`config.mk`:
```
export PLATFORM = sky130hd
export DESIGN_NAME = printer_status_indicator
export DESIGN_NICKNAME = d
export VERILOG_FILES = /design/src/shared/psi_pkg.sv /design/src/verilog/blink_gen.sv /design/src/verilog/printer_status_indicator.sv
export SDC_FILE = /design/constraint.sdc
export NUM_CORES = 1
export LEC_CHECK = 0
export ABC_AREA = 1
export BUFFER_PORTS_ARGS = -buffer_cell sky130_fd_sc_hd__buf_2
export CAP_MARGIN = 0
export CORE_ASPECT_RATIO = 0.5
export CORE_MARGIN = 1
export CORE_UTILIZATION = 60
export CTS_CLUSTER_DIAMETER = 50
export DETAILED_ROUTE_END_ITERATION = 16
export PLACE_DENSITY_LB_ADDON = 0.08
export SYNTH_ARGS = -nofsm -noshare
export SYNTH_HDL_FRONTEND = slang
export SYNTH_HIERARCHICAL = 1
export SYNTH_SLANG_ARGS = --single-unit
```
`constraint.sdc`:
```
create_clock -name aclk -period 4.43 [get_ports aclk]
set_input_delay 0.443 -clock aclk [delete_from_list [all_inputs] [get_ports aclk]]
set_output_delay 0.443 -clock aclk [all_outputs]
set_load 0.02 [all_outputs]
```
`src/shared/psi_pkg.sv`:
```
// constants of the printer status indicator: timing, register map, codes
// assumes a 20 MHz system clock and an AXI4-Lite master with 8-bit addresses
package psi_pkg;

	// ----------------------------------------------------------------
	// timing
	// ----------------------------------------------------------------
	localparam int CLK_HZ      = 20_000_000;
	localparam int UNIT_MS     = 100;
	localparam int UNIT_CYCLES = CLK_HZ / 1000 * UNIT_MS;
	localparam int BLINK_MS    = 500;
	localparam int DBL_ON_MS   = 200;
	localparam int DBL_GAP_MS  = 200;
	localparam int DBL_OFF_MS  = 400;
	localparam int FAST_MS     = 100;
	localparam int ACK_MS      = 200;
	localparam int ACK_CYCLES  = CLK_HZ / 1000 * ACK_MS;

	localparam logic [3:0] BLINK_U   = 4'(BLINK_MS / UNIT_MS);
	localparam logic [3:0] PERIOD_U  = 4'(2 * BLINK_MS / UNIT_MS);
	localparam logic [3:0] DBL_ON_U  = 4'(DBL_ON_MS / UNIT_MS);
	localparam logic [3:0] DBL_GAP_U = 4'(DBL_GAP_MS / UNIT_MS);
	localparam logic [3:0] DBL_OFF_U = 4'(DBL_OFF_MS / UNIT_MS);
	localparam logic [3:0] FAST_U    = 4'(FAST_MS / UNIT_MS);
	localparam logic [9:0] DBL_SEQ   = 10'h330;

	// ----------------------------------------------------------------
	// register map
	// ----------------------------------------------------------------
	localparam int         ADDR_W     = 8;
	localparam logic [7:0] ADDR_COND  = 8'h00;
	localparam logic [7:0] ADDR_INK   = 8'h04;
	localparam logic [7:0] ADDR_FAULT = 8'h08;
	localparam logic [7:0] ADDR_CTRL  = 8'h0c;
	localparam logic [7:0] ADDR_STAT  = 8'h10;

	localparam int COND_W  = 14;
	localparam int C_DATA  = 0;
	localparam int C_SEQ   = 1;
	localparam int C_CHG   = 2;
	localparam int C_TEAR  = 3;
	localparam int C_COVER = 4;
	localparam int C_CMODE = 5;
	localparam int C_MISM  = 6;
	localparam int C_JAM   = 7;
	localparam int C_WASTE = 8;
	localparam int C_POFF  = 9;
	localparam int C_PRINT = 10;
	localparam int C_MATTE = 11;
	localparam int C_LINK4 = 12;
	localparam int C_PAPER = 13;

	localparam int ROWS     = 8;
	localparam int INK_W    = 24;
	localparam int INK_LOW  = 0;
	localparam int INK_OUT  = 8;
	localparam int INK_CART = 16;

	localparam int FAULT_W = 6;

	localparam int K_BTN   = 0;
	localparam int K_ACK   = 1;
	localparam int K_LOADF = 2;

	localparam int ST_CODE   = 0;
	localparam int ST_PRI    = 8;
	localparam int ST_ERR    = 16;
	localparam int ST_FATAL  = 17;
	localparam int ST_POUT   = 18;
	localparam int ST_INKCOL = 19;
	localparam int ST_ACK    = 20;

	localparam logic [1:0] RESP_OKAY   = 2'h0;
	localparam logic [1:0] RESP_SLVERR = 2'h2;

	// ----------------------------------------------------------------
	// priorities and error codes
	// ----------------------------------------------------------------
	typedef logic [4:0] pri_t;
	localparam pri_t PRI_POFF   = 5'h01;
	localparam pri_t PRI_MAINT  = 5'h02;
	localparam pri_t PRI_FATAL  = 5'h04;
	localparam pri_t PRI_INKCOL = 5'h07;
	localparam pri_t PRI_JAM    = 5'h08;
	localparam pri_t PRI_CART   = 5'h09;
	localparam pri_t PRI_INKEND = 5'h0a;
	localparam pri_t PRI_POUT   = 5'h0b;
	localparam pri_t PRI_MISM   = 5'h0c;
	localparam pri_t PRI_COVER  = 5'h0d;
	localparam pri_t PRI_TEAR   = 5'h0e;
	localparam pri_t PRI_LOW    = 5'h0f;
	localparam pri_t PRI_CHG    = 5'h10;
	localparam pri_t PRI_SEQ    = 5'h11;
	localparam pri_t PRI_DATA   = 5'h13;
	localparam pri_t PRI_IDLE   = 5'h14;

	localparam logic [7:0] CODE_FATAL  = 8'h00;
	localparam logic [7:0] CODE_JAM    = 8'h04;
	localparam logic [7:0] CODE_INK    = 8'h05;
	localparam logic [7:0] CODE_POUT   = 8'h06;
	localparam logic [7:0] CODE_MISM   = 8'h0c;
	localparam logic [7:0] CODE_MAINT  = 8'h10;
	localparam logic [7:0] CODE_TEAR   = 8'h11;
	localparam logic [7:0] CODE_COVER  = 8'h2b;
	localparam logic [7:0] CODE_INKCOL = 8'h1f;
	localparam logic [7:0] CODE_NONE   = 8'hff;

	typedef enum logic [1:0] {ACK_IDLE = 2'h1, ACK_SHOW = 2'h2} ack_e;

endpackage

```
`src/verilog/blink_gen.sv`:
```
// lamp pattern generator: one 0.1 s tick and a ten-step phase
// assumes synchronous active-low reset on the system clock
`timescale 1ns/100ps
`default_nettype none
module blink_gen #(
	parameter int TICK_CYCLES = psi_pkg::UNIT_CYCLES
) (
	input  wire logic aclk,
	input  wire logic aresetn,
	output logic      blink,
	output logic      dbl,
	output logic      fast,
	output logic      alt1,
	output logic      alt2
);
	localparam int CW = $clog2(TICK_CYCLES + 1);

	logic [CW-1:0] cnt_r;
	logic [CW-1:0] cnt_nxt;
	logic [3:0]    phase_r;
	logic [3:0]    phase_nxt;
	logic          tick;

	always_comb begin
		tick      = (cnt_r == CW'(TICK_CYCLES - 1));
		cnt_nxt   = tick ? '0 : cnt_r + 1'b1;
		phase_nxt = phase_r;
		if (tick) begin
			phase_nxt = (phase_r == psi_pkg::PERIOD_U - 4'h1) ? 4'h0 : phase_r + 4'h1;
		end
	end

	always_ff @(posedge aclk) begin
		if (!aresetn) begin
			cnt_r   <= '0;
			phase_r <= 4'h0;
		end else begin
			cnt_r   <= cnt_nxt;
			phase_r <= phase_nxt;
		end
	end

	// all patterns share one phase so alternating lamps never drift apart
	always_comb begin
		blink = (phase_r < psi_pkg::BLINK_U);
		fast  = ((phase_r / psi_pkg::FAST_U) % 4'h2) == 4'h0;
		dbl   = (phase_r < psi_pkg::DBL_ON_U) ||
			((phase_r >= psi_pkg::DBL_ON_U + psi_pkg::DBL_GAP_U) &&
			(phase_r < 4'h2 * psi_pkg::DBL_ON_U + psi_pkg::DBL_GAP_U));
		alt1  = blink;
		alt2  = !blink;
	end

	// ----------------------------------------------------------------
	// checks
	// ----------------------------------------------------------------
	logic [3:0] run_r;
	logic [9:0] hist_r;
	logic       warm_r;

	always_ff @(posedge aclk) begin
		if (!aresetn) begin
			run_r  <= 4'h0;
			hist_r <= 10'h000;
			warm_r <= 1'b0;
		end else if (tick) begin
			run_r  <= (phase_nxt < psi_pkg::BLINK_U) != blink ? 4'h0 : run_r + 4'h1;
			hist_r <= {hist_r[8:0], dbl};
			warm_r <= warm_r | (phase_r == psi_pkg::PERIOD_U - 4'h1);
		end
	end
endmodule
`default_nettype wire

```
`src/verilog/printer_status_indicator.sv`:
```
// printer status arbitration, lamp drive and host error lines
// assumes an AXI4-Lite master on aclk; firmware mirrors conditions into registers
//
// The register addresses and the AXI4-Lite register port were decided locally.
`timescale 1ns/100ps
`default_nettype none

module printer_status_indicator #(
	parameter int TICK_CYCLES = psi_pkg::UNIT_CYCLES,
	parameter int ACK_CYCLES  = psi_pkg::ACK_CYCLES
) (
	input  wire logic        aclk,
	input  wire logic        aresetn,
	input  wire logic [7:0]  awaddr,
	input  wire logic        awvalid,
	output logic             awready,
	input  wire logic [31:0] wdata,
	input  wire logic [3:0]  wstrb,
	input  wire logic        wvalid,
	output logic             wready,
	output logic [1:0]       bresp,
	output logic             bvalid,
	input  wire logic        bready,
	input  wire logic [7:0]  araddr,
	input  wire logic        arvalid,
	output logic             arready,
	output logic [31:0]      rdata,
	output logic [1:0]       rresp,
	output logic             rvalid,
	input  wire logic        rready,
	output logic             power_lamp,
	output logic             paper_lamp,
	output logic [7:0]       ink_lamp,
	output logic [7:0]       error_code,
	output logic             error_n,
	output logic             busy,
	output logic             print_stop,
	output logic             host_comm_en
);
	localparam int AW = $clog2(ACK_CYCLES + 1);

	logic [psi_pkg::COND_W-1:0]  cond_r, cond_nxt;
	logic [psi_pkg::INK_W-1:0]   ink_r, ink_nxt;
	logic [psi_pkg::FAULT_W-1:0] fault_r, fault_nxt;
	logic [7:0]                  awaddr_r, awaddr_nxt;
	logic [31:0]                 wdata_r, wdata_nxt, m, rdata_nxt;
	logic [3:0]                  wstrb_r, wstrb_nxt;
	logic                        aw_hold_r, aw_hold_nxt, w_hold_r, w_hold_nxt;
	logic                        awready_nxt, wready_nxt, bvalid_nxt, arready_nxt, rvalid_nxt;
	logic [1:0]                  bresp_nxt, rresp_nxt;
	logic                        btn_c, ack_c, loadf_c;
	logic                        blink, dbl, fast, alt1, alt2;
	logic [31:0]                 stat_w;

	// ----------------------------------------------------------------
	// register bus
	// ----------------------------------------------------------------
	function automatic logic [31:0] bmask(input logic [3:0] s);
		bmask = {{8{s[3]}}, {8{s[2]}}, {8{s[1]}}, {8{s[0]}}};
	endfunction

	always_comb begin
		awaddr_nxt  = awaddr_r;
		wdata_nxt   = wdata_r;
		wstrb_nxt   = wstrb_r;
		aw_hold_nxt = aw_hold_r;
		w_hold_nxt  = w_hold_r;
		bvalid_nxt  = bvalid;
		bresp_nxt   = bresp;
		rvalid_nxt  = rvalid;
		rresp_nxt   = rresp;
		rdata_nxt   = rdata;
		cond_nxt    = cond_r;
		ink_nxt     = ink_r;
		fault_nxt   = fault_r;
		btn_c       = 1'b0;
		ack_c       = 1'b0;
		loadf_c     = 1'b0;
		m           = bmask(wstrb_r);
		if (awvalid && awready) begin
			aw_hold_nxt = 1'b1;
			awaddr_nxt  = awaddr;
		end
		if (wvalid && wready) begin
			w_hold_nxt = 1'b1;
			wdata_nxt  = wdata;
			wstrb_nxt  = wstrb;
		end
		if (bvalid && bready) begin
			bvalid_nxt = 1'b0;
		end
		if (aw_hold_r && w_hold_r && !bvalid) begin
			aw_hold_nxt = 1'b0;
			w_hold_nxt  = 1'b0;
			bvalid_nxt  = 1'b1;
			bresp_nxt   = psi_pkg::RESP_OKAY;
			if (awaddr_r == psi_pkg::ADDR_COND) begin
				cond_nxt = cond_r & ~m[psi_pkg::COND_W-1:0] | wdata_r[psi_pkg::COND_W-1:0] &
					m[psi_pkg::COND_W-1:0];
			end else if (awaddr_r == psi_pkg::ADDR_INK) begin
				ink_nxt = ink_r & ~m[psi_pkg::INK_W-1:0] | wdata_r[psi_pkg::INK_W-1:0] &
					m[psi_pkg::INK_W-1:0];
			end else if (awaddr_r == psi_pkg::ADDR_FAULT) begin
				// faults only accumulate; nothing but reset clears them
				fault_nxt = fault_r | (wdata_r[psi_pkg::FAULT_W-1:0] & m[psi_pkg::FAULT_W-1:0]);
			end else if (awaddr_r == psi_pkg::ADDR_CTRL) begin
				btn_c   = wdata_r[psi_pkg::K_BTN] & m[psi_pkg::K_BTN];
				ack_c   = wdata_r[psi_pkg::K_ACK] & m[psi_pkg::K_ACK];
				loadf_c = wdata_r[psi_pkg::K_LOADF] & m[psi_pkg::K_LOADF];
			end else if (awaddr_r != psi_pkg::ADDR_STAT) begin
				bresp_nxt = psi_pkg::RESP_SLVERR;
			end
		end
		if (rvalid && rready) begin
			rvalid_nxt = 1'b0;
		end
		if (arvalid && arready) begin
			rvalid_nxt = 1'b1;
			rresp_nxt  = psi_pkg::RESP_OKAY;
			rdata_nxt  = 32'h0;
			if (araddr == psi_pkg::ADDR_COND) begin
				rdata_nxt[psi_pkg::COND_W-1:0] = cond_r;
			end else if (araddr == psi_pkg::ADDR_INK) begin
				rdata_nxt[psi_pkg::INK_W-1:0] = ink_r;
			end else if (araddr == psi_pkg::ADDR_FAULT) begin
				rdata_nxt[psi_pkg::FAULT_W-1:0] = fault_r;
			end else if (araddr == psi_pkg::ADDR_STAT) begin
				rdata_nxt = stat_w;
			end else if (araddr != psi_pkg::ADDR_CTRL) begin
				rresp_nxt = psi_pkg::RESP_SLVERR;
			end
		end
		awready_nxt = !aw_hold_nxt && !bvalid_nxt;
		wready_nxt  = !w_hold_nxt && !bvalid_nxt;
		arready_nxt = !rvalid_nxt;
	end

	// ----------------------------------------------------------------
	// condition state and reset acknowledge
	// ----------------------------------------------------------------
	logic        pout_r, pout_nxt, maint_r, maint_nxt, ref_r, ref_nxt, prq_r, prq_nxt;
	logic        inkcol_c, err_c, fatal_c, any_c;
	logic [AW-1:0] ack_cnt_r, ack_cnt_nxt;
	psi_pkg::ack_e ack_st_r, ack_st_nxt;
	logic [7:0]  low_w, out_w, cart_w;

	always_comb begin
		low_w    = ink_r[psi_pkg::INK_LOW +: psi_pkg::ROWS];
		out_w    = ink_r[psi_pkg::INK_OUT +: psi_pkg::ROWS];
		cart_w   = ink_r[psi_pkg::INK_CART +: psi_pkg::ROWS];
		prq_nxt  = cond_r[psi_pkg::C_PRINT];
		// the black type seen when printing starts is the reference
		ref_nxt  = (cond_r[psi_pkg::C_PRINT] && !prq_r) ? cond_r[psi_pkg::C_MATTE] : ref_r;
		inkcol_c = cond_r[psi_pkg::C_PRINT] && prq_r && (cond_r[psi_pkg::C_MATTE] != ref_r);
		// a load failure in the same cycle as the button keeps paper out set
		pout_nxt = loadf_c | (pout_r & !(btn_c & cond_r[psi_pkg::C_PAPER]));
		maint_nxt = maint_r | cond_r[psi_pkg::C_WASTE];
		fatal_c  = maint_r | (|fault_r);
		err_c    = fatal_c | inkcol_c | cond_r[psi_pkg::C_JAM] | (|cart_w) | (|out_w) | pout_r |
			cond_r[psi_pkg::C_MISM] | (cond_r[psi_pkg::C_COVER] & cond_r[psi_pkg::C_CMODE]);
		any_c    = err_c | cond_r[psi_pkg::C_POFF] | cond_r[psi_pkg::C_TEAR] | (|low_w) |
			cond_r[psi_pkg::C_CHG] | cond_r[psi_pkg::C_SEQ] | cond_r[psi_pkg::C_DATA];
		ack_st_nxt  = ack_st_r;
		ack_cnt_nxt = ack_cnt_r;
		case (ack_st_r)
			psi_pkg::ACK_IDLE: begin
				if (ack_c) begin
					ack_st_nxt  = psi_pkg::ACK_SHOW;
					ack_cnt_nxt = '0;
				end
			end
			psi_pkg::ACK_SHOW: begin
				if (ack_c) begin
					ack_cnt_nxt = '0;
				end else if (ack_cnt_r == AW'(ACK_CYCLES - 1)) begin
					ack_st_nxt = psi_pkg::ACK_IDLE;
				end else begin
					ack_cnt_nxt = ack_cnt_r + 1'b1;
				end
			end
			default: ack_st_nxt = psi_pkg::ACK_IDLE;
		endcase
	end

	// ----------------------------------------------------------------
	// arbitration and lamps
	// ----------------------------------------------------------------
	psi_pkg::pri_t pri_r, pri_nxt;
	logic [7:0] code_nxt, ink_lamp_nxt;
	logic       pw_nxt, pp_nxt, show;

	always_comb begin
		show = (ack_st_r == psi_pkg::ACK_SHOW);
		// the winner decides its code; lower conditions only fill lamps it leaves open
		if (cond_r[psi_pkg::C_POFF]) begin
			{pri_nxt, code_nxt} = {psi_pkg::PRI_POFF, psi_pkg::CODE_NONE};
		end else if (maint_r) begin
			{pri_nxt, code_nxt} = {psi_pkg::PRI_MAINT, psi_pkg::CODE_MAINT};
		end else if (|fault_r) begin
			{pri_nxt, code_nxt} = {psi_pkg::PRI_FATAL, psi_pkg::CODE_FATAL};
		end else if (inkcol_c) begin
			{pri_nxt, code_nxt} = {psi_pkg::PRI_INKCOL, psi_pkg::CODE_INKCOL};
		end else if (cond_r[psi_pkg::C_JAM]) begin
			{pri_nxt, code_nxt} = {psi_pkg::PRI_JAM, psi_pkg::CODE_JAM};
		end else if (|cart_w) begin
			{pri_nxt, code_nxt} = {psi_pkg::PRI_CART, psi_pkg::CODE_INK};
		end else if (|out_w) begin
			{pri_nxt, code_nxt} = {psi_pkg::PRI_INKEND, psi_pkg::CODE_INK};
		end else if (pout_r) begin
			{pri_nxt, code_nxt} = {psi_pkg::PRI_POUT, psi_pkg::CODE_POUT};
		end else if (cond_r[psi_pkg::C_MISM]) begin
			{pri_nxt, code_nxt} = {psi_pkg::PRI_MISM, psi_pkg::CODE_MISM};
		end else if (cond_r[psi_pkg::C_COVER] && cond_r[psi_pkg::C_CMODE]) begin
			{pri_nxt, code_nxt} = {psi_pkg::PRI_COVER, psi_pkg::CODE_COVER};
		end else if (cond_r[psi_pkg::C_TEAR]) begin
			{pri_nxt, code_nxt} = {psi_pkg::PRI_TEAR, psi_pkg::CODE_TEAR};
		end else if (|low_w) begin
			{pri_nxt, code_nxt} = {psi_pkg::PRI_LOW, psi_pkg::CODE_NONE};
		end else if (cond_r[psi_pkg::C_CHG]) begin
			{pri_nxt, code_nxt} = {psi_pkg::PRI_CHG, psi_pkg::CODE_NONE};
		end else if (cond_r[psi_pkg::C_SEQ]) begin
			{pri_nxt, code_nxt} = {psi_pkg::PRI_SEQ, psi_pkg::CODE_NONE};
		end else if (cond_r[psi_pkg::C_DATA]) begin
			{pri_nxt, code_nxt} = {psi_pkg::PRI_DATA, psi_pkg::CODE_NONE};
		end else begin
			{pri_nxt, code_nxt} = {psi_pkg::PRI_IDLE, psi_pkg::CODE_NONE};
		end
		if (cond_r[psi_pkg::C_POFF]) pw_nxt = fast;
		else if (show) pw_nxt = 1'b1;
		else if (fatal_c) pw_nxt = 1'b0;
		else if (cond_r[psi_pkg::C_COVER] && cond_r[psi_pkg::C_CMODE]) pw_nxt = fast;
		else if (cond_r[psi_pkg::C_CHG] | cond_r[psi_pkg::C_SEQ] | cond_r[psi_pkg::C_DATA])
			pw_nxt = blink;
		else pw_nxt = 1'b1;
		if (cond_r[psi_pkg::C_POFF]) pp_nxt = 1'b0;
		else if (show) pp_nxt = 1'b1;
		else if (maint_r) pp_nxt = alt1;
		else if (|fault_r) pp_nxt = fast;
		else if (cond_r[psi_pkg::C_JAM]) pp_nxt = blink;
		else if (pout_r) pp_nxt = 1'b1;
		else if (cond_r[psi_pkg::C_MISM]) pp_nxt = fast;
		else if (cond_r[psi_pkg::C_COVER] && cond_r[psi_pkg::C_CMODE]) pp_nxt = dbl;
		else pp_nxt = 1'b0;
		for (int i = 0; i < psi_pkg::ROWS; i++) begin
			if (cond_r[psi_pkg::C_POFF]) ink_lamp_nxt[i] = 1'b0;
			else if (show) ink_lamp_nxt[i] = 1'b1;
			else if (maint_r) ink_lamp_nxt[i] = alt2;
			else if (|fault_r) ink_lamp_nxt[i] = fast;
			else if (cart_w[i] | out_w[i]) ink_lamp_nxt[i] = 1'b1;
			else ink_lamp_nxt[i] = low_w[i] & blink;
		end
		stat_w = 32'h0;
		stat_w[psi_pkg::ST_CODE +: 8] = error_code;
		stat_w[psi_pkg::ST_PRI +: 5]  = pri_r;
		stat_w[psi_pkg::ST_ERR]       = err_c;
		stat_w[psi_pkg::ST_FATAL]     = fatal_c;
		stat_w[psi_pkg::ST_POUT]      = pout_r;
		stat_w[psi_pkg::ST_INKCOL]    = inkcol_c;
		stat_w[psi_pkg::ST_ACK]       = show;
	end

	blink_gen #(.TICK_CYCLES(TICK_CYCLES)) u_blink (
		.aclk    (aclk),
		.aresetn (aresetn),
		.blink   (blink),
		.dbl     (dbl),
		.fast    (fast),
		.alt1    (alt1),
		.alt2    (alt2)
	);

	always_ff @(posedge aclk) begin
		if (!aresetn) begin
			{awaddr_r, wdata_r, wstrb_r, aw_hold_r, w_hold_r} <= '0;
			{awready, wready, arready} <= 3'h7;
			{bvalid, rvalid, bresp, rresp, rdata} <= '0;
			{cond_r, ink_r, fault_r} <= '0;
			{pout_r, maint_r, ref_r, prq_r} <= 4'h0;
			ack_st_r   <= psi_pkg::ACK_IDLE;
			ack_cnt_r  <= '0;
			pri_r      <= psi_pkg::PRI_IDLE;
			error_code <= psi_pkg::CODE_NONE;
			{power_lamp, paper_lamp, ink_lamp} <= '0;
			{error_n, busy, print_stop, host_comm_en} <= 4'h9;
		end else begin
			{awaddr_r, wdata_r, wstrb_r} <= {awaddr_nxt, wdata_nxt, wstrb_nxt};
			{aw_hold_r, w_hold_r} <= {aw_hold_nxt, w_hold_nxt};
			{awready, wready, arready} <= {awready_nxt, wready_nxt, arready_nxt};
			{bvalid, rvalid, bresp, rresp} <= {bvalid_nxt, rvalid_nxt, bresp_nxt, rresp_nxt};
			rdata      <= rdata_nxt;
			{cond_r, ink_r, fault_r} <= {cond_nxt, ink_nxt, fault_nxt};
			{pout_r, maint_r, ref_r, prq_r} <= {pout_nxt, maint_nxt, ref_nxt, prq_nxt};
			ack_st_r   <= ack_st_nxt;
			ack_cnt_r  <= ack_cnt_nxt;
			pri_r      <= pri_nxt;
			error_code <= code_nxt;
			{power_lamp, paper_lamp, ink_lamp} <= {pw_nxt, pp_nxt, ink_lamp_nxt};
			error_n    <= !err_c;
			busy       <= err_c;
			print_stop <= err_c;
			host_comm_en <= !err_c || cond_r[psi_pkg::C_LINK4];
		end
	end
endmodule
`default_nettype wire

```
==> flow_metrics.py, run 1 <==
metrics = {
    "route": {
        "first_pass_iters": 6,
        "ant_nets": 0,
        "num_vias": 8584,
        "drc": 0,
        "routed_wl_um": 23060,
        "avgViaCountPerCell": 5.524,
        "drt_iter0_drc": 1004,
        "post_drt_wl_per_cell_um": 14.84,
    },
    "worst_setup_path": {
        "cp-start-kind": "flip-flop",
        "crit_arrival_ns": 2.90,
        "required_ns": 4.75,
        "crit_path_end_kind": "flip-flop",
        "crit_type": "flip-flop to flip-flop",
        "path_max_fanout": 22,
    },
    "cts": {
        "post_cts_resized": 0,
        "clk_pin_slew_ns": 0.07,
        "clkSinkCount": 190,
        "cts_htree_levels": 4,
        "clock_latency_ns": 0.43,
        "postCtsSetupRepairBufs": 0,
        "cts_buffer_depth": 2,
        "cts_tree": "yes",
        "cts_hold_buffers": 0,
        "root_buffer": "clkbuf_16",
        "numCtsBuffers": 17,
    },
    "outcome": {
        "outcome": "finished clean",
    },
    "global_route": {
        "gr-total-overflow": 0,
        "gr-usage-met2_pct": 49.00,
        "busiest_layer": "met2",
        "met1_usage_pct": 42.24,
        "grtUsageMet3_pct": 8.984,
        "grt_pass1_wl_um": 37680,
        "grt_usage_pct": 31.03,
        "grt_max_degree": 75,
        "antenna_found_initial": 0,
        "grt_pass1_vias": 7590,
    },
    "synthesis": {
        "ys_seq_area_share_pct": 43.02,
        "yosysWarnings": 6,
        "yosys_register_bits": 190,
        "netlist_instances": 1273,
        "synth_area_um2": 8842,
        "postSynthAreaPerCell_um2": 6.946,
        "synth.distinct_cells": 42,
    },
    "timing": {
        "finClkSkew_ns": 0.01405,
        "hold_viol": 0,
        "finalSetupViolCount": 0,
        "fin_worst_hold_slack_ns": 0.2620,
        "rsz0062_at_grt": "no",
        "tns_ns": 0,
        "max_freq_ghz": 0.3884,
        "post-route-min-period_ns": 2.574,
        "post-route-period-util_pct": 58.11,
        "max-slew-margin-rel_pct": 33.31,
        "report.final.slew_viol_count": 0,
        "tightest_slew_ns": 0.9967,
    },
    "finish": {
        "antenna_cells": 0,
        "finalNetCount": 1410,
        "fin_cells": 1554,
        "drive_gt1_share_pct": 13.29,
        "area_growth_pct": 12.28,
    },
    "pwr": {
        "p_leak_nw": 4.193,
        "clock_power_share_pct": 43.8,
        "finalPower_mw": 3.607,
        "intPower_mw": 2.661,
        "cellPowerDensity_nw_per_um2": 363.3,
        "vdd_drop_max_v": 0.0002810,
        "p_sw_share_pct": 26.21,
        "power_frac_seq_pct": 49.8,
        "p_comb_share_pct": 6.4,
        "switchingPower_mw": 0.9453,
    },
    "floorplan": {
        "initial_core_util_pct": 63.32,
        "die_h_um": 87.84,
        "io_pins": 122,
        "core_area_um2": 13960,
        "dieWidth_um": 173.7,
        "dieArea_um2": 15260,
        "std_cell_rows": 30,
    },
    "placement": {
        "dp_hpwl_um": 16380,
        "gp_congestion": 0.9453,
        "port-buffer-count": 102,
        "dpl.cell_count": 1522,
    },
    "flow_run": {
        "maxCapViolations": 0,
    },
    "hold_path": {
        "min_path_type": "input port to flip-flop",
    },
}
[stage by stage]
| step | utilization (%) | cell area (um2) | worst slack, ns |
|---|---|---|---|
| after floorplan | - | 8876 | 2.915 |
| after global placement | 66.76 | 9321 | 2.069 |
| after detailed placement | 66.76 | 9321 | 1.911 |
| after CTS | 71.10 | 9928 | 1.901 |
| after global routing | 71.10 | 9928 | 1.644 |
| final | 71.10 | 9928 | 1.856 |
[cell usage after synthesis]
cell | instances | area [um2]
a211oi_1 | 24 | 180.2
a21oi_1 | 100 | 500.5
a311oi_1 | 1 | 8.760
a31oi_1 | 3 | 18.77
and2_1 | 1 | 6.260
and3_1 | 1 | 6.260
buf_1 | 3 | 11.26
buf_2 | 8 | 40.04
buf_4 | 18 | 135.1
buf_6 | 4 | 45.04
clkbuf_1 | 24 | 90.09
clkbuf_8 | 1 | 13.76
clkinv_1 | 2 | 7.510
conb_1 | 1 | 3.750
dfxtp_1 | 190 | 3804
ha_1 | 2 | 25.02
inv_1 | 135 | 506.7
inv_2 | 8 | 30.03
nand2_1 | 246 | 923.4
nand2_2 | 7 | 43.79
nand2_4 | 1 | 11.26
nand3_1 | 75 | 375.4
nand3_2 | 4 | 40.04
nand3b_1 | 2 | 15.01
nand4_1 | 35 | 219.0
nand4_2 | 3 | 37.54
nor2_1 | 220 | 825.8
nor2_2 | 11 | 68.82
nor2_4 | 4 | 45.04
nor3_1 | 14 | 70.07
nor3_2 | 1 | 10.01
nor3b_1 | 1 | 7.510
o211ai_1 | 18 | 135.1
o211ai_2 | 1 | 12.51
o21ai_0 | 87 | 435.4
o21ai_1 | 1 | 5.000
o21bai_1 | 1 | 7.510
o221ai_1 | 1 | 8.760
o22ai_1 | 1 | 6.260
or2_2 | 3 | 18.77
xnor2_1 | 3 | 26.28
xor2_1 | 7 | 61.31
[power groups by stage]
stage | clock [mW] | combinational (mW) | sequential [mW]
after detailed placement | 0 | 0.227 | 1.83
after floorplan | 0 | 0.161 | 1.83
final | 1.58 | 0.230 | 1.80
after global placement | 0 | 0.222 | 1.83
after global routing | 1.67 | 0.260 | 1.80
after CTS | 1.59 | 0.229 | 1.80
[layout by cell type (no fill, tap or decap), types with 2 or more instances in the layout]
| cell type | instances |
|---|---|
| nand4_1 | 35 |
| nand3_1 | 75 |
| nor3_1 | 14 |
| o211ai_1 | 18 |
| buf_4 | 4 |
| clkinv_1 | 2 |
| a31oi_1 | 3 |
| nand2_2 | 7 |
| clkbuf_8 | 2 |
| a21oi_1 | 100 |
| dfxtp_1 | 190 |
| inv_2 | 8 |
| xnor2_1 | 3 |
| nand2_1 | 246 |
| inv_1 | 135 |
| o21ai_0 | 87 |
| nand4_2 | 3 |
| nand3_2 | 4 |
| nor2_4 | 4 |
| conb_1 | 10 |
| clkinv_8 | 2 |
| clkinv_4 | 2 |
| buf_2 | 102 |
| inv_8 | 4 |
| nand3b_1 | 2 |
| or2_2 | 3 |
| ha_1 | 2 |
| a211oi_1 | 24 |
| clkinvlp_4 | 2 |
| nor2_2 | 11 |
| xor2_1 | 7 |
| nor2_1 | 220 |
| clkbuf_16 | 17 |
[cell type report]
cell class | instances | area [um2]
Timing Repair Buffer | 106 | 540.5
Clock inverter | 13 | 153.9
Clock buffer | 19 | 452.9
Fill cell | 1213 | 4035
Inverter | 145 | 544.3
Multi-Input combinational cell | 889 | 4193
Sequential cell | 190 | 3804
Tap cell | 192 | 240.2
[worst max-delay path: stages (launching register included)]
cell and delay (ns):
dfxtp_1 0.33, nand2_1 0.06, nor2_1 0.75, nand4_2 0.47
nand3_2 0.48, nand2_1 0.15, nor2_1 0.15, nor2_1 0.07
[cell families after synthesis]
family                   Yosys count  share of synthesized area, %
adder cells (fa/ha/maj)            2                        0.2830
AND/OR/NAND/NOR                  629                         30.81
buffers and inverters            203                         9.948
XOR/XNOR                          10                        0.9906
other                              1                       0.04241
flip-flops                       190                         43.02
AO/OA/AOI/OAI                    238                         14.91
[worst paths after layout]
check,from,end,slack [ns],cells after the start
min,awaddr[2],awaddr_r[2],0.26,3
min reg2reg,u_blink/cnt_r[0],u_blink/cnt_r[0],0.45,1
max reg2reg,aw_hold_r,ack_cnt_r[9],1.86,7
max,aw_hold_r,ack_cnt_r[9],1.86,7
[per-layer routing]
metal,wire [um],share of wire (%)
met5,0,0
met4,214,0.93
met3,1822,7.9
met2,10200,44
met1,10830,47
(Power assumes the default switching activity.)
==> run 2, diff against run 1 <==
--- a/config.mk
+++ b/config.mk
@@ -10,7 +10,7 @@
 export CAP_MARGIN = 0
 export CORE_ASPECT_RATIO = 0.5
 export CORE_MARGIN = 1
-export CORE_UTILIZATION = 60
+export CORE_UTILIZATION = 58
 export CTS_CLUSTER_DIAMETER = 50
 export DETAILED_ROUTE_END_ITERATION = 16
 export PLACE_DENSITY_LB_ADDON = 0.08
==> constraint.sdc (replaced) <==
create_clock -name aclk -period 2.41 [get_ports aclk]
set_input_delay 0.241 -clock aclk [delete_from_list [all_inputs] [get_ports aclk]]
set_output_delay 0.241 -clock aclk [all_outputs]
set_load 0.02 [all_outputs]
==> run 2 against run 1 <==
Non-clock buffer count up 10; via count down 0.42%; sequential cell count unchanged; die area up 3.4%; final cell count rose by 0.97%; clock power up 84%; core utilization down 2.8 points; fmax grew 29%; setup slack got worse by 1.4 ns; combinational power up 88%; routed wire length down 0.13%; sequential power increased by 83%; critical path type unchanged.
==> flow_metrics.py, run 2 (synthesis gave the netlist of run 1 again) <==
metrics = {
    "pwr": {
        "vdd_drop_max_v": 0.0004602,
        "p_leak_nw": 4.241,
        "cellPowerDensity_nw_per_um2": 663.4,
    },
    "cts": {
        "cts_buffer_depth": 2,
        "clock_latency_ns": 0.44,
        "clkSinkCount": 190,
        "numCtsBuffers": 17,
        "post_cts_resized": 0,
        "cts_hold_buffers": 0,
        "clk_pin_slew_ns": 0.08,
        "root_buffer": "clkbuf_16",
        "cts_htree_levels": 4,
        "cts_tree": "yes",
        "postCtsSetupRepairBufs": 0,
    },
    "global_route": {
        "grt_max_degree": 75,
        "antenna_found_initial": 0,
        "grtUsageMet3_pct": 6.760,
        "gr-total-overflow": 0,
        "busiest_layer": "met2",
        "met1_usage_pct": 41.81,
        "grt_pass1_wl_um": 35980,
        "gr-usage-met2_pct": 44.49,
        "grt_usage_pct": 29.20,
        "grt_pass1_vias": 7223,
    },
    "timing": {
        "post-route-period-util_pct": 83.00,
        "max_freq_ghz": 0.4999,
        "finClkSkew_ns": 0.01434,
        "max-slew-margin-rel_pct": 46.34,
        "post-route-min-period_ns": 2.000,
        "hold_viol": 0,
        "report.final.slew_viol_count": 0,
        "fin_worst_hold_slack_ns": 0.04265,
        "tns_ns": 0,
        "tightest_slew_ns": 0.8049,
        "finalSetupViolCount": 0,
        "rsz0062_at_grt": "no",
    },
    "worst_setup_path": {
        "cp_slowest_cell": "dfxtp_1",
        "reg2reg_to": "ack_cnt_r[7]",
        "crit_type": "flip-flop to flip-flop",
        "cp-start-kind": "flip-flop",
        "worstPathBufferInverterCount": 0,
        "reg2reg_depth": 10,
        "crit_path_end_kind": "flip-flop",
        "cp_common_cell": "nand2_1",
        "cpPeakStageDelay_ns": 0.41,
        "crit_family": "simple AND/OR/NAND/NOR gates",
        "r2r_slack_ns": 0.41,
        "required_ns": 2.74,
        "r2r_start": "ack_cnt_r[1]",
        "crit_arrival_ns": 2.33,
        "cp_cell_sequence": "ha_1 -> nand3_1 -> nor2_2 -> nand3_1 -> nand2_2 -> nand3_2 -> nand2_1 -> nand2_1 -> nand2_1 -> nor2_1",
        "path_max_fanout": 22,
    },
    "route": {
        "avgViaCountPerCell": 5.448,
        "ant_nets": 0,
        "num_vias": 8548,
        "routed_wl_um": 23030,
        "drt_iter0_drc": 643,
        "post_drt_wl_per_cell_um": 14.68,
        "first_pass_iters": 5,
        "drc": 0,
    },
    "placement": {
        "gp_congestion": 0.9535,
        "dp_hpwl_um": 16750,
        "port-buffer-count": 102,
    },
    "finish": {
        "area_growth_pct": 13.17,
        "drive_gt1_share_pct": 13.86,
        "antenna_cells": 0,
        "fillers": 1297,
        "utilization_pct": 68.25,
        "layout_common_cells": "nand2_1 (246), nor2_1 (220), dfxtp_1 (190)",
        "finalNetCount": 1420,
        "layout_commonest_cell": "nand2_1",
    },
    "floorplan": {
        "core_area_um2": 14660,
        "std_cell_rows": 31,
        "io_pins": 122,
        "initial_core_util_pct": 60.31,
        "die_h_um": 89.31,
        "dieWidth_um": 176.6,
        "dieArea_um2": 15770,
    },
    "hold_path": {
        "hold_path_end": "wdata_r[2]",
        "hold_path_startpoint": "wdata[2]",
        "hold_depth": 3,
        "min_path_type": "input port to flip-flop",
    },
    "flow_run": {
        "maxCapViolations": 0,
    },
    "outcome": {
        "outcome": "finished clean",
    },
}
==> run 2: cell count changes in the layout (fill, tap and decap cells not counted), sizes merged <==
cell / before / now
buf: 106 / 116
bufinv: 1 / 2
clkbuf: 19 / 17
clkinvlp: 2 / 1
inv: 148 / 149
==> run 2: tightest hold or removal path, delay by kind of cell <==
kind / cells / cell delay [ns]
buffers and inverters: 1 / 0.07
AND/OR/NAND/NOR: 1 / 0.07
AO/OA/AOI/OAI: 1 / 0.07
==> run 2: area by class of cell <==
type / instances / area [um2] / share of cell area (%)
well taps: 198 / 247.7 / 2.476
clock buffers: 17 / 425.4 / 4.251
inverters: 145 / 544.3 / 5.439
multi-input cells: 889 / 4193 / 41.90
flip-flops and latches: 190 / 3804 / 38.01
repair buffers: 116 / 615.6 / 6.152
clock inverters: 14 / 177.7 / 1.775
==> run 2: per-stage QoR <==
stage          cells  power, mW  instance area [um2]  setup WS [ns]
6_report        1569      6.639                10010         0.4096
5_1_grt         1569      6.862                10010         0.1436
4_1_cts         1569      6.671                10010         0.3979
3_5_place_dp    1538      3.799                 9404         0.4212
3_3_place_gp    1538      3.785                 9404         0.4723
2_1_floorplan   1282      3.668                 8876         0.9021
==> run 2: how the worst max path moves through the flow <==
stage	to	startpoint	cells after the start
final	ack_cnt_r[7]	ack_cnt_r[1]	10
after floorplan	ack_cnt_r[4]	ack_cnt_r[1]	9
after CTS	ack_cnt_r[7]	ack_cnt_r[1]	10
after detailed placement	ack_cnt_r[7]	ack_cnt_r[1]	10
after global placement	ack_cnt_r[2]	ack_cnt_r[1]	10
after global routing	ack_cnt_r[2]	ack_cnt_r[1]	10
==> run 2: where the power goes <==
group / total [mW] / switching (mW) / internal, mW / leakage [nW]
Clock: 2.91 / 1.34 / 1.57 / 0.294
Combinational: 0.433 / 0.297 / 0.136 / 2.40
Sequential: 3.30 / 0.0692 / 3.23 / 1.54
==> run 2: routing by layer <==
| metal | part of all wire, % | wire length (um) | vias to the layer above |
|---|---|---|---|
| li1 | - | - | 4293 |
| met1 | 49 | 11260 | 3923 |
| met2 | 43 | 9852 | 303 |
| met3 | 7.4 | 1697 | 29 |
| met4 | 0.96 | 221 | 0 |
| met5 | 0 | 0 | - |
==> run 3, diff against run 2 <==
--- a/config.mk
+++ b/config.mk
@@ -5,12 +5,12 @@
 export SDC_FILE = /design/constraint.sdc
 export NUM_CORES = 1
 export LEC_CHECK = 0
-export ABC_AREA = 1
+export ABC_AREA = 0
 export BUFFER_PORTS_ARGS = -buffer_cell sky130_fd_sc_hd__buf_2
 export CAP_MARGIN = 0
 export CORE_ASPECT_RATIO = 0.5
 export CORE_MARGIN = 1
-export CORE_UTILIZATION = 58
+export CORE_UTILIZATION = 57
 export CTS_CLUSTER_DIAMETER = 50
 export DETAILED_ROUTE_END_ITERATION = 16
 export PLACE_DENSITY_LB_ADDON = 0.08
==> constraint.sdc (replaced) <==
create_clock -name aclk -period 1.9 [get_ports aclk]
set_input_delay 0.19 -clock aclk [delete_from_list [all_inputs] [get_ports aclk]]
set_output_delay 0.19 -clock aclk [all_outputs]
set_load 0.02 [all_outputs]
==> run 3 against run 2 <==
The flow now finishes with violations (negative setup slack); final cell count fell by 15%; count of clock-buffer cells in the layout rose by 3; clock power rose by 27%; die area fell by 5.1%; sequential share of layout area fell by 1.4 points; register-to-register slack got worse by 0.50 ns; combinational power rose by 35%; routed wire length rose by 0.50%.
==> flow_metrics.py, run 3 <==
metrics = {
    "outcome": {
        "outcome": "finished, violations left",
        "violations": "negative setup slack",
    },
    "timing": {
        "tightest_slew_ns": 0.5619,
        "finalSetupViolCount": 39,
        "max-slew-margin-rel_pct": 62.45,
        "rsz0062_at_grt": "yes",
        "fin_ws_ns": -0.08701,
        "hold_viol": 0,
        "post-route-min-period_ns": 1.987,
        "finClkSkew_ns": 0.008089,
        "post-route-period-util_pct": 104.6,
        "max_freq_ghz": 0.5033,
        "report.final.slew_viol_count": 0,
    },
    "synthesis": {
        "synth_top_area_share_pct": 46.16,
        "synth_top_family_by_area": "simple AND/OR/NAND/NOR gates",
        "synth.distinct_cells": 73,
        "synth-compound-area-share_pct": 15.99,
        "synth_edf_count": 0,
        "synth_common_cells": "dfxtp_1 (190), nor2_1 (136), nand2_1 (111), a21oi_1 (95), mux2i_1 (40)",
        "postSynthAreaPerCell_um2": 8.720,
        "ys_seq_area_share_pct": 46.16,
        "synth_area_um2": 8240,
        "yosys.area_share.simple_pct": 25.05,
        "yosysWarnings": 6,
        "netlist_instances": 945,
        "synthMuxAreaShare_pct": 4.859,
        "ys_async_sr_fraction_pct": 0,
        "synth_xor_area_share_pct": 2.763,
        "synthAdderAreaFrac_pct": 0.3037,
        "synthTopCellsByArea": "dfxtp_1 (46%), nor2_1 (6.2%), a21oi_1 (5.8%), nand2_1 (5.1%), mux2i_1 (4.9%)",
        "yosysMostFrequentCell": "dfxtp_1",
        "yosys_register_bits": 190,
        "yosys.area.top_type": "dfxtp_1",
        "synth_ff_type": "dfxtp_1",
    },
    "worst_setup_path": {
        "cp_cell_sequence": "or4_4 -> nor3_4 -> and3_4 -> mux2i_1 -> nor2_1",
        "worstPathBufferInverterCount": 0,
        "cpPeakStageDelay_ns": 0.58,
        "crit_type": "flip-flop to flip-flop",
        "cp-start-kind": "flip-flop",
        "crit_family": "simple AND/OR/NAND/NOR gates",
        "cp_slowest_cell": "or4_4",
        "path_max_fanout": 6,
        "crit_arrival_ns": 2.30,
        "required_ns": 2.21,
        "crit_path_end_kind": "flip-flop",
    },
    "global_route": {
        "grt_pass1_vias": 7379,
        "gr-total-overflow": 0,
        "grt_usage_pct": 31.40,
        "antenna_found_initial": 0,
        "grt_pass1_wl_um": 36230,
        "grt_max_degree": 62,
    },
    "hold_path": {
        "min_path_type": "input port to flip-flop",
    },
    "finish": {
        "final-seq-area_um2": 3810,
        "final_cell_area_um2": 10410,
        "finalNetCount": 1190,
        "fillers": 1011,
        "area_growth_pct": 26.28,
        "layout_commonest_cell": "dfxtp_1",
        "layout_common_cells": "dfxtp_1 (185), nor2_1 (134), nand2_1 (111)",
        "drive_gt1_share_pct": 25.42,
        "fin_cells": 1333,
        "antenna_cells": 0,
        "multi_input_area_um2": 4205,
    },
    "placement": {
        "dp_hpwl_um": 15980,
        "port-buffer-count": 102,
        "dpl-instance-area_um2": 9472,
        "dpl.cell_count": 1281,
        "gp_congestion": 0.9385,
    },
    "route": {
        "drt_iter0_drc": 565,
        "post_drt_wl_per_cell_um": 17.36,
        "ant_nets": 0,
        "drc": 0,
        "num_vias": 7766,
        "routed_wl_um": 23140,
        "avgViaCountPerCell": 5.826,
        "first_pass_iters": 5,
    },
    "cts": {
        "clock_latency_ns": 0.43,
        "cts_buffer_depth": 2,
        "numCtsBuffers": 17,
        "cts_htree_levels": 4,
        "clk_pin_slew_ns": 0.07,
        "cts_tree": "yes",
        "clkSinkCount": 190,
        "root_buffer": "clkbuf_16",
    },
    "floorplan": {
        "die_h_um": 87.02,
        "dieWidth_um": 172.0,
        "core_area_um2": 13810,
        "io_pins": 122,
        "dieArea_um2": 14970,
        "std_cell_rows": 30,
        "initial_core_util_pct": 59.66,
    },
    "pwr": {
        "cellPowerDensity_nw_per_um2": 811.0,
        "p_leak_nw": 4.292,
        "vdd_drop_max_v": 0.0006364,
    },
    "flow_run": {
        "maxCapViolations": 0,
    },
}
-- run 3: area by class of cell --
| cell class | count | area share (%) |
|---|---|---|
| clock buffer | 20 | 4.292 |
| clock inverter | 11 | 1.515 |
| inverter | 15 | 0.5411 |
| multi-input combinational | 687 | 40.41 |
| sequential | 190 | 36.61 |
| tap | 192 | 2.309 |
| timing repair buffer | 218 | 14.32 |
-- run 3: stage by stage --
step | util, % | TNS [ns] | hold WS [ns] | setup WS, ns | power [mW]
after global routing | 75.34 | -4.573 | 0.01116 | -0.1422 | 8.699
after detailed placement | 68.57 | -2.215 | 0.4376 | -0.1652 | 4.761
final | 75.34 | -1.574 | 0.007975 | -0.08701 | 8.439
after global placement | 68.57 | -0.9662 | 0.4317 | -0.08159 | 4.746
after floorplan | - | 0 | 0.3260 | 0.03767 | 4.563
after CTS | 74.58 | -0.4252 | 0.001820 | -0.04629 | 8.457
-- run 3: what timing repair did --
item                       in CTS  in global routing
pin swaps                       3                 13
resized for setup              11                 27
buffers inserted                0                  1
hold endpoints to repair       22                  0
hold buffers                   22                  0
setup endpoints to repair      40                 71
-- run 3: where the power goes --
group,internal (mW),leakage (nW),total [mW],switching [mW]
logic,0.223,2.47,0.586,0.363
clock network,2.12,0.281,3.69,1.58
registers,4.08,1.54,4.16,0.0818
total,6.42,4.29,8.44,2.02
-- run 3: final timing paths --
kind | cells past startpoint | from | slack, ns | to
max | 5 | awaddr_r[7] | -0.09 | flip-flop
max reg2reg | 5 | awaddr_r[7] | -0.09 | flip-flop
min | 3 | wdata[0] | 0.008 | wdata_r[0]
min reg2reg | 2 | rdata[15] | 0.46 | rdata[15]
-- run 3: layer usage --
layer  global-route usage [%]  up-vias  part of all wire, %
met5                        0        -                    0
met3                    6.815       46                  6.5
met4                    9.654        0                  1.9
met2                    53.01      268                   48
met1                    40.46     3754                   44
li1                         -     3698                    -
-- run 3: cells by family (layout without fill, tap and decap cells) --
group | after synthesis | after routing
flip-flops | 190 | 190
adder cells (fa/ha/maj) | 2 | 2
AO/OA/AOI/OAI | 205 | 205
buffers and inverters | 77 | 264
other | 1 | 10
multiplexers | 40 | 40
XOR/XNOR | 26 | 26
AND/OR/NAND/NOR | 404 | 404
-- run 3: worst register-to-register path, stage by stage, from the launching register on --
cell and delay, ns:
dfxtp_1 0.31, or4_4 0.58, nor3_4 0.32, and3_4 0.36, mux2i_1 0.24, nor2_1 0.06
